`config.mk`:
```
export PLATFORM = sky130hd
export DESIGN_NAME = plkd_lock_detect
export DESIGN_NICKNAME = d
export VERILOG_FILES = /design/src/plkd_pkg.sv /design/src/plkd_phase_meter.sv /design/src/plkd_lock_detect.sv
export SDC_FILE = /design/constraint.sdc
export NUM_CORES = 1
export LEC_CHECK = 0
export ABC_CLOCK_PERIOD_IN_PS = 6470
export BUFFER_PORTS_ARGS = -buffer_cell sky130_fd_sc_hd__buf_2
export CORE_ASPECT_RATIO = 1.5
export CORE_MARGIN = 2
export CORE_UTILIZATION = 40
export DETAILED_ROUTE_END_ITERATION = 10
export GPL_ROUTABILITY_DRIVEN = 0
export PLACE_DENSITY = 0.67
export SLEW_MARGIN = 20
export SYNTH_ARGS = -nofsm -noshare
export SYNTH_HDL_FRONTEND = slang
export SYNTH_SLANG_ARGS = --single-unit
```
`constraint.sdc`:
```
create_clock -name clk -period 6.47 [get_ports clk]
set_input_delay 0.647 -clock clk [delete_from_list [all_inputs] [get_ports clk]]
set_output_delay 0.647 -clock clk [all_outputs]
set_load 0.01 [all_outputs]
```
`src/plkd_pkg.sv`:
```
/*
 * Shared constants for the lock detector: register offsets on the serial
 * port, field positions, reset values and window timing.
 * Assumes a 20 MHz comparison clock and a 6-bit serial register address.
 */
package plkd_pkg;

	// Clock and timing
	localparam int CLK_MHZ = 20;
	localparam int ANALOG_WIN_NS = 10;
	// Longest time rounds down, never below one cycle
	localparam int ANALOG_WIN_RAW = (ANALOG_WIN_NS * CLK_MHZ) / 1000;
	localparam int ANALOG_WIN_CYC = (ANALOG_WIN_RAW < 1) ? 1 : ANALOG_WIN_RAW;
	localparam int RING_BASE_CYC = 1;
	localparam int SKEW_OFFSET_CYC = 2;
	localparam int MEAS_MAX_CYC = 255;

	// Serial frame: 1 direction bit, 6 address bits, 24 data bits
	localparam int SER_ADDR_W = 6;
	localparam int SER_DATA_W = 24;
	localparam logic [5:0] SER_LAST_BIT = 6'h1e;
	localparam logic [5:0] SER_ADDR_BIT = 6'h06;

	// Register offsets
	localparam logic [5:0] OFS_CORE_ENABLE = 6'h01;
	localparam logic [5:0] OFS_PUMP_CTRL = 6'h05;
	localparam logic [5:0] OFS_LOCK_WINDOW = 6'h1a;
	localparam logic [5:0] OFS_GPO_SELECT = 6'h1b;
	localparam logic [5:0] OFS_LOCK_STATUS = 6'h1f;

	// Field positions
	localparam int CORE_LOCK_EN_BIT = 11;
	localparam int PUMP_UP_ALLOW_BIT = 1;
	localparam int PUMP_DN_ALLOW_BIT = 2;
	localparam int WIN_TARGET_LSB = 0;
	localparam int WIN_TARGET_W = 10;
	localparam int WIN_SKEW_EN_BIT = 10;
	localparam int WIN_SKEW_LATE_BIT = 11;
	localparam int WIN_SHARE_BIT = 12;
	localparam int WIN_FORCE_BIT = 13;
	localparam int WIN_DIGITAL_BIT = 14;
	localparam int WIN_RING_CFG_LSB = 15;
	localparam int WIN_DURATION_LSB = 17;
	localparam int WIN_RING_OBS_BIT = 19;
	localparam int GPO_SEL_LSB = 0;
	localparam logic [3:0] GPO_SEL_RING = 4'h7;
	localparam int STATUS_LOCK_BIT = 0;

	// Reset values
	localparam logic [23:0] RST_CORE_ENABLE = 24'h000000;
	localparam logic [23:0] RST_PUMP_CTRL = 24'h000006;
	localparam logic [23:0] RST_LOCK_WINDOW = 24'h000000;
	localparam logic [23:0] RST_GPO_SELECT = 24'h000000;

endpackage

```
`src/plkd_phase_meter.sv`:
```
/*
 * Measures the signed time from a reference arrival to the next oscillator
 * arrival (negative when the oscillator comes first), in clock cycles.
 * Assumes single-cycle arrival pulses synchronous to clk.
 */
`timescale 1ns/1ps
module plkd_phase_meter
	import plkd_pkg::*;
#(
	parameter int MAX_CYC = MEAS_MAX_CYC,
	parameter int CW = 9
)
(
	input wire logic clk,
	input wire logic nrst,
	input wire logic ce,
	input wire logic run,
	input wire logic ref_pulse,
	input wire logic vco_pulse,
	output logic meas_valid,
	output logic meas_timeout,
	output logic signed [CW:0] meas_diff
);

	typedef enum logic [1:0] {
		PLKD_IDLE = 2'b00,
		PLKD_REF_FIRST = 2'b01,
		PLKD_VCO_FIRST = 2'b10
	} plkd_meas_t;

	plkd_meas_t state_ff;
	plkd_meas_t nxt_state;
	logic [CW-1:0] cnt_ff;
	logic [CW-1:0] nxt_cnt;
	logic at_max;

	assign at_max = (cnt_ff == CW'(MAX_CYC));

	// Pair the first arrival of either signal with the next arrival of the other
	always_comb
	begin
		nxt_state = state_ff;
		nxt_cnt = cnt_ff + 1'b1;
		meas_valid = 1'b0;
		meas_timeout = 1'b0;
		meas_diff = '0;
		unique case (state_ff)
			PLKD_IDLE:
			begin
				nxt_cnt = '0;
				if (ref_pulse && vco_pulse)
					meas_valid = 1'b1;
				else if (ref_pulse)
					nxt_state = PLKD_REF_FIRST;
				else if (vco_pulse)
					nxt_state = PLKD_VCO_FIRST;
			end
			PLKD_REF_FIRST:
			begin
				meas_diff = $signed({1'b0, cnt_ff + 1'b1});
				if (vco_pulse || at_max)
				begin
					meas_valid = 1'b1;
					meas_timeout = !vco_pulse;
					nxt_state = PLKD_IDLE;
				end
			end
			PLKD_VCO_FIRST:
			begin
				meas_diff = -$signed({1'b0, cnt_ff + 1'b1});
				if (ref_pulse || at_max)
				begin
					meas_valid = 1'b1;
					meas_timeout = !ref_pulse;
					nxt_state = PLKD_IDLE;
				end
			end
			default:
				nxt_state = PLKD_IDLE;
		endcase
		if (!run)
		begin
			nxt_state = PLKD_IDLE;
			meas_valid = 1'b0;
		end
	end

	always_ff @(posedge clk or negedge nrst)
	begin
		if (!nrst)
		begin
			state_ff <= PLKD_IDLE;
			cnt_ff <= '0;
		end
		else if (ce)
		begin
			state_ff <= nxt_state;
			cnt_ff <= nxt_cnt;
		end
	end

endmodule

```
`src/plkd_lock_detect.sv`:
```
/*
 * Lock detector with charge-pump gating, a synchronous serial register port
 * and the shared lock / serial-data pin.
 * Assumes all inputs, including the serial port pins, are synchronous to clk.
 */
`timescale 1ns/1ps

// Summary of operation
// - Both pump allow bits clear puts the pump output in high impedance.
// - Up allow bit gates up pulses; down allow bit gates down pulses.
// - Lock detection runs only while lock watch enable is set.
// - Window source clear selects a fixed nominal 10 ns window.
// - Window source set selects a digital window timed by the ring oscillator.
// - Two-bit ring setting and two-bit length field set digital window length.
// - Ring observe with selector 0111 shows ring on line two; detection stops.
// - Lock flag sets once consecutive in-window arrivals reach the ten-bit target.
// - One arrival outside the window clears the lock flag at once.
// - Lock flag is read-only and readable over the serial port.
// - Force bit drives the lock flag onto the shared pin continuously.
// - Share bit shows lock flag except during a serial read.
// - Late skew shifts the window after the reference by a fixed offset.
// - Early skew shifts the window ahead of the reference edge.
module plkd_lock_detect
	import plkd_pkg::*;
#(
	parameter int TARGET_W = WIN_TARGET_W,
	parameter int SKEW_CYC = SKEW_OFFSET_CYC,
	parameter int RING_CYC = RING_BASE_CYC
)
(
	input wire logic clk,
	input wire logic ce,
	input wire logic nrst,
	input wire logic ser_cs_n,
	input wire logic ser_clk,
	input wire logic ser_din,
	input wire logic ref_pulse,
	input wire logic vco_pulse,
	input wire logic pfd_up,
	input wire logic pfd_dn,
	output logic cp_up,
	output logic cp_dn,
	output logic cp_hiz,
	output logic lock_or_serial_out_pin,
	output logic gp_out_line_two,
	output logic lock_flag
);

	localparam int CW = 9;

	// Register file and serial port state
	logic [23:0] core_enable_controls_ff;
	logic [23:0] pump_ctrl_ff;
	logic [23:0] lock_window_config_ff;
	logic [23:0] gpo_select_ff;
	logic [23:0] nxt_core_enable_controls;
	logic [23:0] nxt_pump_ctrl;
	logic [23:0] nxt_lock_window_config;
	logic [23:0] nxt_gpo_select;
	logic sclk_prev_ff;
	logic [5:0] bit_cnt_ff;
	logic [29:0] sin_ff;
	logic [SER_DATA_W-1:0] sout_ff;
	logic rd_act_ff;
	logic [5:0] nxt_bit_cnt;
	logic [29:0] nxt_sin;
	logic [SER_DATA_W-1:0] nxt_sout;
	logic nxt_rd_act;
	logic sclk_rise;
	logic [30:0] frame;
	logic [SER_ADDR_W-1:0] rd_addr;
	logic [23:0] rd_data;

	// Lock state
	logic lock_ff;
	logic [TARGET_W-1:0] run_cnt_ff;
	logic nxt_lock;
	logic [TARGET_W-1:0] nxt_run_cnt;
	logic [TARGET_W-1:0] target;
	logic detect_run;
	logic meas_valid;
	logic meas_timeout;
	logic signed [CW:0] meas_diff;
	logic signed [CW:0] win_len;
	logic signed [CW:0] win_lo;
	logic signed [CW:0] win_hi;
	logic in_window;
	logic [1:0] ring_cfg;
	logic [1:0] duration;

	// Ring oscillator model and outputs
	logic ring_ff;
	logic [4:0] ring_cnt_ff;
	logic nxt_ring;
	logic [4:0] nxt_ring_cnt;
	logic [4:0] ring_half;
	logic cp_up_ff;
	logic cp_dn_ff;
	logic cp_hiz_ff;
	logic pin_ff;
	logic gp2_ff;
	logic nxt_cp_up;
	logic nxt_cp_dn;
	logic nxt_cp_hiz;
	logic nxt_pin;
	logic nxt_gp2;
	logic up_allow;
	logic dn_allow;
	logic ring_observe;

	assign up_allow = pump_ctrl_ff[PUMP_UP_ALLOW_BIT];
	assign dn_allow = pump_ctrl_ff[PUMP_DN_ALLOW_BIT];
	assign ring_observe = lock_window_config_ff[WIN_RING_OBS_BIT];
	assign ring_cfg = lock_window_config_ff[WIN_RING_CFG_LSB +: 2];
	assign duration = lock_window_config_ff[WIN_DURATION_LSB +: 2];
	assign target = lock_window_config_ff[WIN_TARGET_LSB +: TARGET_W];
	assign sclk_rise = ser_clk && !sclk_prev_ff && !ser_cs_n;
	assign frame = {sin_ff, ser_din};
	assign rd_addr = {sin_ff[4:0], ser_din};

	// Read mux; unmapped addresses read as zero
	always_comb
	begin
		rd_data = 24'h000000;
		unique case (rd_addr)
			OFS_CORE_ENABLE: rd_data = core_enable_controls_ff;
			OFS_PUMP_CTRL: rd_data = pump_ctrl_ff;
			OFS_LOCK_WINDOW: rd_data = lock_window_config_ff;
			OFS_GPO_SELECT: rd_data = gpo_select_ff;
			OFS_LOCK_STATUS: rd_data[STATUS_LOCK_BIT] = lock_ff;
			default: rd_data = 24'h000000;
		endcase
	end

	// Serial port: direction bit, address, then 24 data bits, MSB first
	always_comb
	begin
		nxt_bit_cnt = bit_cnt_ff;
		nxt_sin = sin_ff;
		nxt_sout = sout_ff;
		nxt_rd_act = rd_act_ff;
		nxt_core_enable_controls = core_enable_controls_ff;
		nxt_pump_ctrl = pump_ctrl_ff;
		nxt_lock_window_config = lock_window_config_ff;
		nxt_gpo_select = gpo_select_ff;
		if (ser_cs_n)
		begin
			nxt_bit_cnt = 6'h00;
			nxt_rd_act = 1'b0;
		end
		else if (sclk_rise)
		begin
			nxt_sin = frame[29:0];
			if (bit_cnt_ff != SER_LAST_BIT)
				nxt_bit_cnt = bit_cnt_ff + 6'h01;
			if (rd_act_ff)
				nxt_sout = {sout_ff[SER_DATA_W-2:0], 1'b0};
			if (bit_cnt_ff == SER_ADDR_BIT && sin_ff[5])
			begin
				// Read frame: unless the force bit is set, the pin turns to serial data until the frame ends
				nxt_rd_act = 1'b1;
				nxt_sout = rd_data;
			end
			if (bit_cnt_ff == SER_LAST_BIT && !frame[30])
			begin
				// Status register has no write path, so it stays read-only
				unique case (frame[29:24])
					OFS_CORE_ENABLE: nxt_core_enable_controls = frame[23:0];
					OFS_PUMP_CTRL: nxt_pump_ctrl = frame[23:0];
					OFS_LOCK_WINDOW: nxt_lock_window_config = frame[23:0];
					OFS_GPO_SELECT: nxt_gpo_select = frame[23:0];
					default: nxt_pump_ctrl = pump_ctrl_ff;
				endcase
			end
		end
	end

	always_ff @(posedge clk or negedge nrst)
	begin
		if (!nrst)
		begin
			sclk_prev_ff <= 1'b0;
			bit_cnt_ff <= 6'h00;
			sin_ff <= 30'h00000000;
			sout_ff <= 24'h000000;
			rd_act_ff <= 1'b0;
			core_enable_controls_ff <= RST_CORE_ENABLE;
			pump_ctrl_ff <= RST_PUMP_CTRL;
			lock_window_config_ff <= RST_LOCK_WINDOW;
			gpo_select_ff <= RST_GPO_SELECT;
		end
		else if (ce)
		begin
			sclk_prev_ff <= ser_clk;
			bit_cnt_ff <= nxt_bit_cnt;
			sin_ff <= nxt_sin;
			sout_ff <= nxt_sout;
			rd_act_ff <= nxt_rd_act;
			core_enable_controls_ff <= nxt_core_enable_controls;
			pump_ctrl_ff <= nxt_pump_ctrl;
			lock_window_config_ff <= nxt_lock_window_config;
			gpo_select_ff <= nxt_gpo_select;
		end
	end

	// Detection stops while the ring oscillator is being observed
	assign detect_run = core_enable_controls_ff[CORE_LOCK_EN_BIT] && !ring_observe;

	plkd_phase_meter #(
		.MAX_CYC(MEAS_MAX_CYC),
		.CW(CW)
	) u_meter (
		.clk(clk),
		.nrst(nrst),
		.ce(ce),
		.run(detect_run),
		.ref_pulse(ref_pulse),
		.vco_pulse(vco_pulse),
		.meas_valid(meas_valid),
		.meas_timeout(meas_timeout),
		.meas_diff(meas_diff)
	);

	// Window bounds in cycles relative to the reference edge; software must
	// make the window cover the expected offset and modulation spread
	always_comb
	begin
		if (lock_window_config_ff[WIN_DIGITAL_BIT])
			win_len = $signed((CW+1)'((duration + 1) * (ring_cfg + 1) * RING_CYC));
		else
			win_len = $signed((CW+1)'(ANALOG_WIN_CYC));
		win_lo = -win_len;
		win_hi = win_len;
		if (lock_window_config_ff[WIN_SKEW_EN_BIT])
		begin
			if (lock_window_config_ff[WIN_SKEW_LATE_BIT])
			begin
				win_lo = $signed((CW+1)'(SKEW_CYC));
				win_hi = win_lo + win_len;
			end
			else
			begin
				win_hi = -$signed((CW+1)'(SKEW_CYC));
				win_lo = win_hi - win_len;
			end
		end
		in_window = !meas_timeout && meas_diff >= win_lo && meas_diff <= win_hi;
	end

	// Lock run counter and flag
	always_comb
	begin
		nxt_lock = lock_ff;
		nxt_run_cnt = run_cnt_ff;
		if (!detect_run)
			nxt_run_cnt = '0;
		else if (meas_valid)
		begin
			if (!in_window)
			begin
				nxt_lock = 1'b0;
				nxt_run_cnt = '0;
			end
			else
			begin
				if (run_cnt_ff != {TARGET_W{1'b1}})
					nxt_run_cnt = run_cnt_ff + 1'b1;
				if (run_cnt_ff + 1'b1 >= target)
					nxt_lock = 1'b1;
			end
		end
	end

	always_ff @(posedge clk or negedge nrst)
	begin
		if (!nrst)
		begin
			lock_ff <= 1'b0;
			run_cnt_ff <= '0;
		end
		else if (ce)
		begin
			lock_ff <= nxt_lock;
			run_cnt_ff <= nxt_run_cnt;
		end
	end

	// Ring oscillator stand-in: half period set by the ring setting field
	assign ring_half = 5'((ring_cfg + 1) * RING_CYC);
	always_comb
	begin
		nxt_ring = ring_ff;
		nxt_ring_cnt = ring_cnt_ff + 5'h01;
		if (ring_cnt_ff + 5'h01 >= ring_half)
		begin
			nxt_ring = !ring_ff;
			nxt_ring_cnt = 5'h00;
		end
	end

	// Output stage; every output comes straight from a flip-flop
	always_comb
	begin
		nxt_cp_up = pfd_up && up_allow;
		nxt_cp_dn = pfd_dn && dn_allow;
		nxt_cp_hiz = !up_allow && !dn_allow;
		nxt_gp2 = 1'b0;
		if (ring_observe && gpo_select_ff[GPO_SEL_LSB +: 4] == GPO_SEL_RING)
			nxt_gp2 = ring_ff;
		// Force wins over share; with neither the pin is plain serial data
		if (lock_window_config_ff[WIN_FORCE_BIT])
			nxt_pin = lock_ff;
		else if (lock_window_config_ff[WIN_SHARE_BIT] && !rd_act_ff)
			nxt_pin = lock_ff;
		else
			nxt_pin = rd_act_ff && sout_ff[SER_DATA_W-1];
	end

	always_ff @(posedge clk or negedge nrst)
	begin
		if (!nrst)
		begin
			ring_ff <= 1'b0;
			ring_cnt_ff <= 5'h00;
			cp_up_ff <= 1'b0;
			cp_dn_ff <= 1'b0;
			cp_hiz_ff <= 1'b0;
			pin_ff <= 1'b0;
			gp2_ff <= 1'b0;
		end
		else if (ce)
		begin
			ring_ff <= nxt_ring;
			ring_cnt_ff <= nxt_ring_cnt;
			cp_up_ff <= nxt_cp_up;
			cp_dn_ff <= nxt_cp_dn;
			cp_hiz_ff <= nxt_cp_hiz;
			pin_ff <= nxt_pin;
			gp2_ff <= nxt_gp2;
		end
	end

	assign cp_up = cp_up_ff;
	assign cp_dn = cp_dn_ff;
	assign cp_hiz = cp_hiz_ff;
	assign lock_or_serial_out_pin = pin_ff;
	assign gp_out_line_two = gp2_ff;
	assign lock_flag = lock_ff;

endmodule

```
Word level (Yosys, flattened, before mapping)
Cells that the tools add are included.
{"block": "totals", "reg_bits": 191, "latchBits": 0, "mem_bits_rw": 0, "romBits": 0, "memories": 0}
{"block": "op_classes", "n_addsub": 10, "multipliers": 1, "div_mod_pow": 0, "order_cmp": 4, "n_eq_ne": 24, "shifts": 0, "muxes": 42, "bitwise_logic": 1, "reduce_logical": 44}
{"operator": "case mux 23 bit (4 select lines)", "n": 1}
{"operator": "two-way mux 10 bit", "n": 9}
{"operator": "two-way mux 24 bit", "n": 2}
{"operator": "== test 6 x 5 -> 1 bit (second input constant)", "n": 6}
{"operator": "multiplier 3 x 32 -> 10 bit", "n": 1}
{"operator": "AND reduction 5 bit", "n": 5}
{"operator": "greater-or-equal comparator 10 bit", "n": 2}
{"operator": "case mux 10 bit (2 select lines)", "n": 1}
{"operator": "== test 6 x 3 -> 1 bit (second input constant)", "n": 3}
{"operator": "two-way mux 6 bit", "n": 3}
{"operator": "logical AND 1 bit", "n": 14}
{"operator": "two-way mux 1 bit", "n": 14}
{"operator": "== test 6 x 1 -> 1 bit (second input constant)", "n": 2}
{"operator": "two-way mux 2 bit", "n": 6}
{"operator": "!= test 3 bit (second input constant)", "n": 4}
{"operator": "AND reduction 3 bit", "n": 4}
{"operator": "logical NOT 1 bit", "n": 11}
{"operator": "adder 10 x 1 -> 10 bit (second input constant)", "n": 1}
{"operator": "adder 3 x 10 -> 10 bit (first input constant)", "n": 1}
{"operator": "<= comparator 10 bit", "n": 1}
{"operator": "!= test 10 bit (second input constant)", "n": 1}
{"operator": "negation 10 bit", "n": 1}
{"operator": "negation 9 -> 10 bit", "n": 1}
{"operator": "subtractor 2 x 10 -> 10 bit (first input constant)", "n": 1}
{"operator": "other kinds (25)", "n": 31}

Longest topological paths before layout
{"block": "depth", "ltp_word": 12, "ltp_mapped": 22}

Cells and area by module
Synthesis repeated with hierarchy kept, for this count alone.
{"block": "unflattened", "cells_unflattened": 997, "hier_area_um2": 10541.4}
{"module": "plkd_lock_detect", "instances": 1, "cells_per_inst": 858, "area_per_inst_um2": 9425.3, "seq_area_each_um2": 4506.8}
{"module": "plkd_phase_meter", "instances": 1, "cells_per_inst": 139, "area_per_inst_um2": 1116.1, "seq_area_each_um2": 275.3}

Worst setup path after synthesis
OpenSTA, ideal clock, no wires.
{"block": "synth_path", "path_kind": "register to register", "startpoint": "reg lock_window_config_ff[15]", "endpoint": "reg run_cnt_ff[7]", "setup_ns": 0.066, "arrival_ns": 4.617, "setup_slack_ns": 1.786, "path_stages_with_launch": 23, "path_buffers": 2, "period_less_slack_ns": 4.684, "cell_sequence": "dfrtp_1 ha_1 nand2_1 fa_1 inv_1 ha_1 fa_1 xor2_1 and2_1 clkbuf_1 nor4_1 xor2_1 nor2_1 a21oi_1 ha_1 nand4_1 a311oi_1 o41ai_1 o221a_2 or4b_4 buf_6 nor3b_2 a221o_1"}
{"block": "synth_between", "elab_chain_cells": 12, "elab_cells_between_ends": 19}
{"item": "start: declaration", "line": "plkd_lock_detect.sv:54", "rtl": "logic [23:0] lock_window_config_ff;"}
{"item": "start signal: assignment", "line": "plkd_lock_detect.sv:201", "rtl": "lock_window_config_ff <= nxt_lock_window_config;"}
{"item": "adder 2 x 1 -> 3 bit *", "line": "plkd_lock_detect.sv:229", "rtl": "win_len = $signed((CW+1)'((duration + 1) * (ring_cfg + 1) * RING_CYC));"}
{"item": "multiplier 3 x 32 -> 10 bit *", "line": "plkd_lock_detect.sv:229"}
{"item": "two-way mux 10 bit *", "line": "plkd_lock_detect.sv:228", "rtl": "if (lock_window_config_ff[WIN_DIGITAL_BIT])"}
{"item": "subtractor 2 x 10 -> 10 bit", "line": "plkd_lock_detect.sv:244", "rtl": "win_lo = win_hi - win_len;"}
{"item": "two-way mux 10 bit", "line": "plkd_lock_detect.sv:236", "rtl": "if (lock_window_config_ff[WIN_SKEW_LATE_BIT])"}
{"item": "two-way mux 10 bit", "line": "plkd_lock_detect.sv:234", "rtl": "if (lock_window_config_ff[WIN_SKEW_EN_BIT])"}
{"item": "greater-or-equal comparator 10 bit", "line": "plkd_lock_detect.sv:247", "rtl": "in_window = !meas_timeout && meas_diff >= win_lo && meas_diff <= win_hi;"}
{"item": "logical AND 1 bit", "line": "plkd_lock_detect.sv:247"}
{"item": "logical AND 1 bit *", "line": "plkd_lock_detect.sv:247"}
{"item": "two-way mux 10 bit", "line": "plkd_lock_detect.sv:259", "rtl": "if (!in_window)"}
{"item": "two-way mux 10 bit", "line": "plkd_lock_detect.sv:257", "rtl": "else if (meas_valid)"}
{"item": "two-way mux 10 bit", "line": "plkd_lock_detect.sv:255", "rtl": "if (!detect_run)"}
{"item": "end signal: assignment", "line": "plkd_lock_detect.sv:284", "rtl": "run_cnt_ff <= nxt_run_cnt;"}
{"item": "end: declaration", "line": "plkd_lock_detect.sv:76", "rtl": "logic [TARGET_W-1:0] run_cnt_ff;"}
Every way passes the cells marked *; elsewhere a longest branch is shown, timed or not. The select of a mux whose other input is x is not followed.
A chain may end at the register's enable or synchronous reset.

Worst setup path after layout
{"block": "layout_path", "startpoint": "reg lock_window_config_ff[17]", "endpoint": "reg run_cnt_ff[7]"}
Same word-level chain as after synthesis.

==> run_results.csv <==
group,metric,value,unit
worst_setup_path,slowest_stage,"or4b_4",
min_path,min_path_type,"input port to asynchronous set/reset pin",
run_status,status,"finished clean",
synthesis,async_flop_share,1.000,
floorplan,fp.dieH,200.3,µm
sta,tns,0,ns
worst_setup_path,crit_type,"register to register",
grt,overflow,0,
worst_setup_path,critical_path.most_common_cell,"ha_1",
cts,post-cts-setup-buffer-count,0,
cts,cts_hold_buffers,0,
sta,fmax,0.1996,GHz
sta,setup_viol,0,
worst_setup_path,cp_num_buf_inv,1,
grt,grt_pass1_wl,37900,µm
finish,utilization,0.4480,
power,total_power,2.507,mW
floorplan,dieArea,0.02701,mm²
grt,grt_max_degree,127,
worst_setup_path,rr_worst_depth,20,
synthesis,ys.flop_type,"dfrtp_1",
floorplan,core_area,0.02514,mm²
sta,grt_setup_unrepaired,"no",
drt,drcViolationCount,0,
cts,clock_latency,0.44,ns
synthesis,ys_warn_count,0,
placed_design,dp_hpwl,15110,µm
drt,drt_iter0_markers,434,
finish,n_antenna_cell,0,
synthesis,synth_top_family_by_area,"compound AO/OA/AOI/OAI gates",
sta,finalMaxSlewViolations,0,
synthesis,synth_seq_cells,191,
finish,drive_gt1_frac,0.1975,
sta,period_share,0.7742,
synthesis,synthTopCellsByArea,"dfrtp_1, mux2_2, ha_1, o21ai_0, nand2_1",
synthesis,synthCells,960,
drt,drtPass1Iterations,4,
synthesis,synthXorXnorAreaFrac,0.02558,
flow_run,cap_violations,0,
floorplan,ios,16,
synthesis,synth_fa_ha_area_frac,0.06966,
synthesis,yosysTopAreaCell,"dfrtp_1",
finish,nets,1015,
power,p_leak,5.413,nW
cts,cts_resized,0,
worst_setup_path,crit_family,"adder cells",
power,p_per_area,222.6,mW/mm²
sta,post-route-min-period,5.009,ns
floorplan,rows,71,
cts,root_buffer,"clkbuf_16",
placed_design,portBuffers,15,
worst_setup_path,r2r_end,"run_cnt_ff[7]",
sta,maxSlewHeadroom,0.2295,
power,irDropWorstVdd,0.1696,mV
synthesis,synth.most_common_cell,"dfrtp_1",
grt,grt_pass1_vias,7557,
floorplan,die_x,134.9,µm
grt,grt.total_usage,0.1747,
synthesis,synth_common_cells,"dfrtp_1, mux2_2, o21ai_0",
drt,post_drt_wl_per_cell,17.40,µm
drt,vias,7268,
worst_setup_path,critPathMaxFanout,8,
synthesis,netlist.area_leader.share,0.4604,
sta,finalHoldViolCount,0,
worst_setup_path,r2r_start,"lock_window_config_ff[17]",
finish,areaGrowthSynthToFinish,9.622,%
worst_setup_path,worstSetupStartpointType,"register",
synthesis,synth_seq_area_share,0.4655,
worst_setup_path,arrival,5.39,ns
synthesis,synth_compound_area_frac,0.1603,
worst_setup_path,crit_path_cell_trace,"ha_1 -> nand2_1 -> fa_1 -> inv_1 -> ha_1 -> fa_1 -> xor2_1 -> and2_1 -> nor4_1 -> xor2_1 -> nor2_1 -> a21oi_1 -> ha_1 -> nand4_1 -> a311oi_1 -> o41ai_1 -> o221a_2 -> or4b_4 -> nor3b_2 -> a221o_1",
floorplan,initial_core_util,0.4086,
drt,ant_nets,0,
grt,antenna_found_initial,1,
synthesis,synth_area,0.01027,mm²
synthesis,synth_fp_nets,1026,
cts,clk_pin_slew,0.07,ns
cts,h-tree-depth,4,
cts,cts_num_sinks,191,
worst_setup_path,critPathRequiredTime,6.85,ns
synthesis,synth.area.mux_share,0.1353,
synthesis,synth_edf_count,0,
synthesis,ys_types,64,
sta,worst_slew_pin_slew,1.156,ns
cts,cts_tree,"done",
worst_setup_path,cp-end-kind,"register",
sta,finClkSkew,0.01073,ns
synthesis,synth-simple-area-share,0.1045,
synthesis,syn_avg_cell_area,10.70,µm²
drt,routed_wl,22440,µm
worst_setup_path,max_stage_delay,0.59,ns
worst_setup_path,reg2reg_slack,1.46,ns
cts,clockBufferDepth,2,
cts,cts_made_buffers,17,
drt,vias_per_cell,5.634,
-- worst max path at each step --
stage | startpoint | slack (ns) | to | depth (start not counted)
finish | lock_window_config_ff[17] | 1.46 | run_cnt_ff[7] | 20
global placement | lock_window_config_ff[17] | 1.58 | run_cnt_ff[7] | 19
global route | lock_window_config_ff[17] | 1.11 | run_cnt_ff[7] | 19
floorplan | lock_window_config_ff[15] | 1.79 | run_cnt_ff[7] | 22
CTS | lock_window_config_ff[17] | 1.48 | run_cnt_ff[7] | 19
detailed placement | lock_window_config_ff[17] | 1.50 | run_cnt_ff[7] | 20
-- power breakdown --
part           internal, mW  total (mW)  switching [mW]
Clock                 0.603        1.06           0.460
Combinational        0.0693       0.177           0.107
Sequential             1.22        1.27          0.0460
Total                  1.89        2.51           0.613
-- registers in the layout, summed over array words and instances (netlist names) --
register and count:
sout_ff 24, lock_window_config_ff 24, pump_ctrl_ff 24, rd_act_ff 1, run_cnt_ff 10, cp_hiz 1
cp_dn 1, lock_flag 1, u_meter.cnt_ff 9, gp_out_line_two 1, gpo_select_ff 24, sclk_prev_ff 1
core_enable_controls_ff 24, ring_cnt_ff 5, bit_cnt_ff 6, cp_up 1, ring_ff 1, sin_ff 30
lock_or_serial_out_pin 1, u_meter.state_ff 2
-- per-layer routing --
layer / vias to the layer above / GRT usage / share of wire
met5: - / 0 / 0.00045
met4: 2 / 0.06805 / 0.024
met3: 39 / 0.03467 / 0.029
met2: 106 / 0.3026 / 0.52
met1: 3670 / 0.2115 / 0.43
li1: 3451 / - / -
-- final cells by class --
type / instances / area (µm²)
fillers: 2323 / 13880
repair buffers: 27 / 193.9
multi-input cells: 667 / 5107
flip-flops and latches: 191 / 4782
clock inverters: 12 / 132.6
inverters: 45 / 168.9
well taps: 328 / 410.4
clock buffers: 20 / 466.7
-- cell families (layout without fill, tap and decap cells) --
family                     count (synthesis)  after routing
muxes                                    124            124
xor gates and xnor gates                  30             30
DFF                                      191            191
and+or+nand+nor                          210            210
AOI/OAI and AO/OA                        247            247
buffers and inverters                    102            104
adders and majority gates                 56             56
-- cell usage in the layout, fill, tap and decap left out, drive strengths merged, types with 7 or more instances in the layout --
cell type  netlist  layout
dfrtp          189     189
mux2           119     119
o21ai           93      93
nand2           70      70
ha              54      54
inv             45      48
nor2            34      34
a22o            26      26
buf             13      26
a221oi          25      25
a21oi           24      24
o21a            24      24
clkbuf          44      21
nand3           17      17
xnor2           17      17
nor2b           17      17
nand2b          16      16
xor2            13      13
a21o             9       9
nand4            9       9
o22ai            8       8
nor3             8       8
and2             7       7
and3             7       7
nand3b           7       7
-- metrics by stage --
stage,hold WS [ns],cells,setup WS [ns],area (µm²)
6_report,0.1057,1290,1.461,11260
5_1_grt,0.09907,1290,1.113,11260
4_1_cts,0.3969,1289,1.477,11230
3_5_place_dp,0.4695,1257,1.498,10640
3_3_place_gp,0.4671,1257,1.579,10640
2_1_floorplan,0.3514,960,1.786,10270
Power figures use the tool's default switching activity.
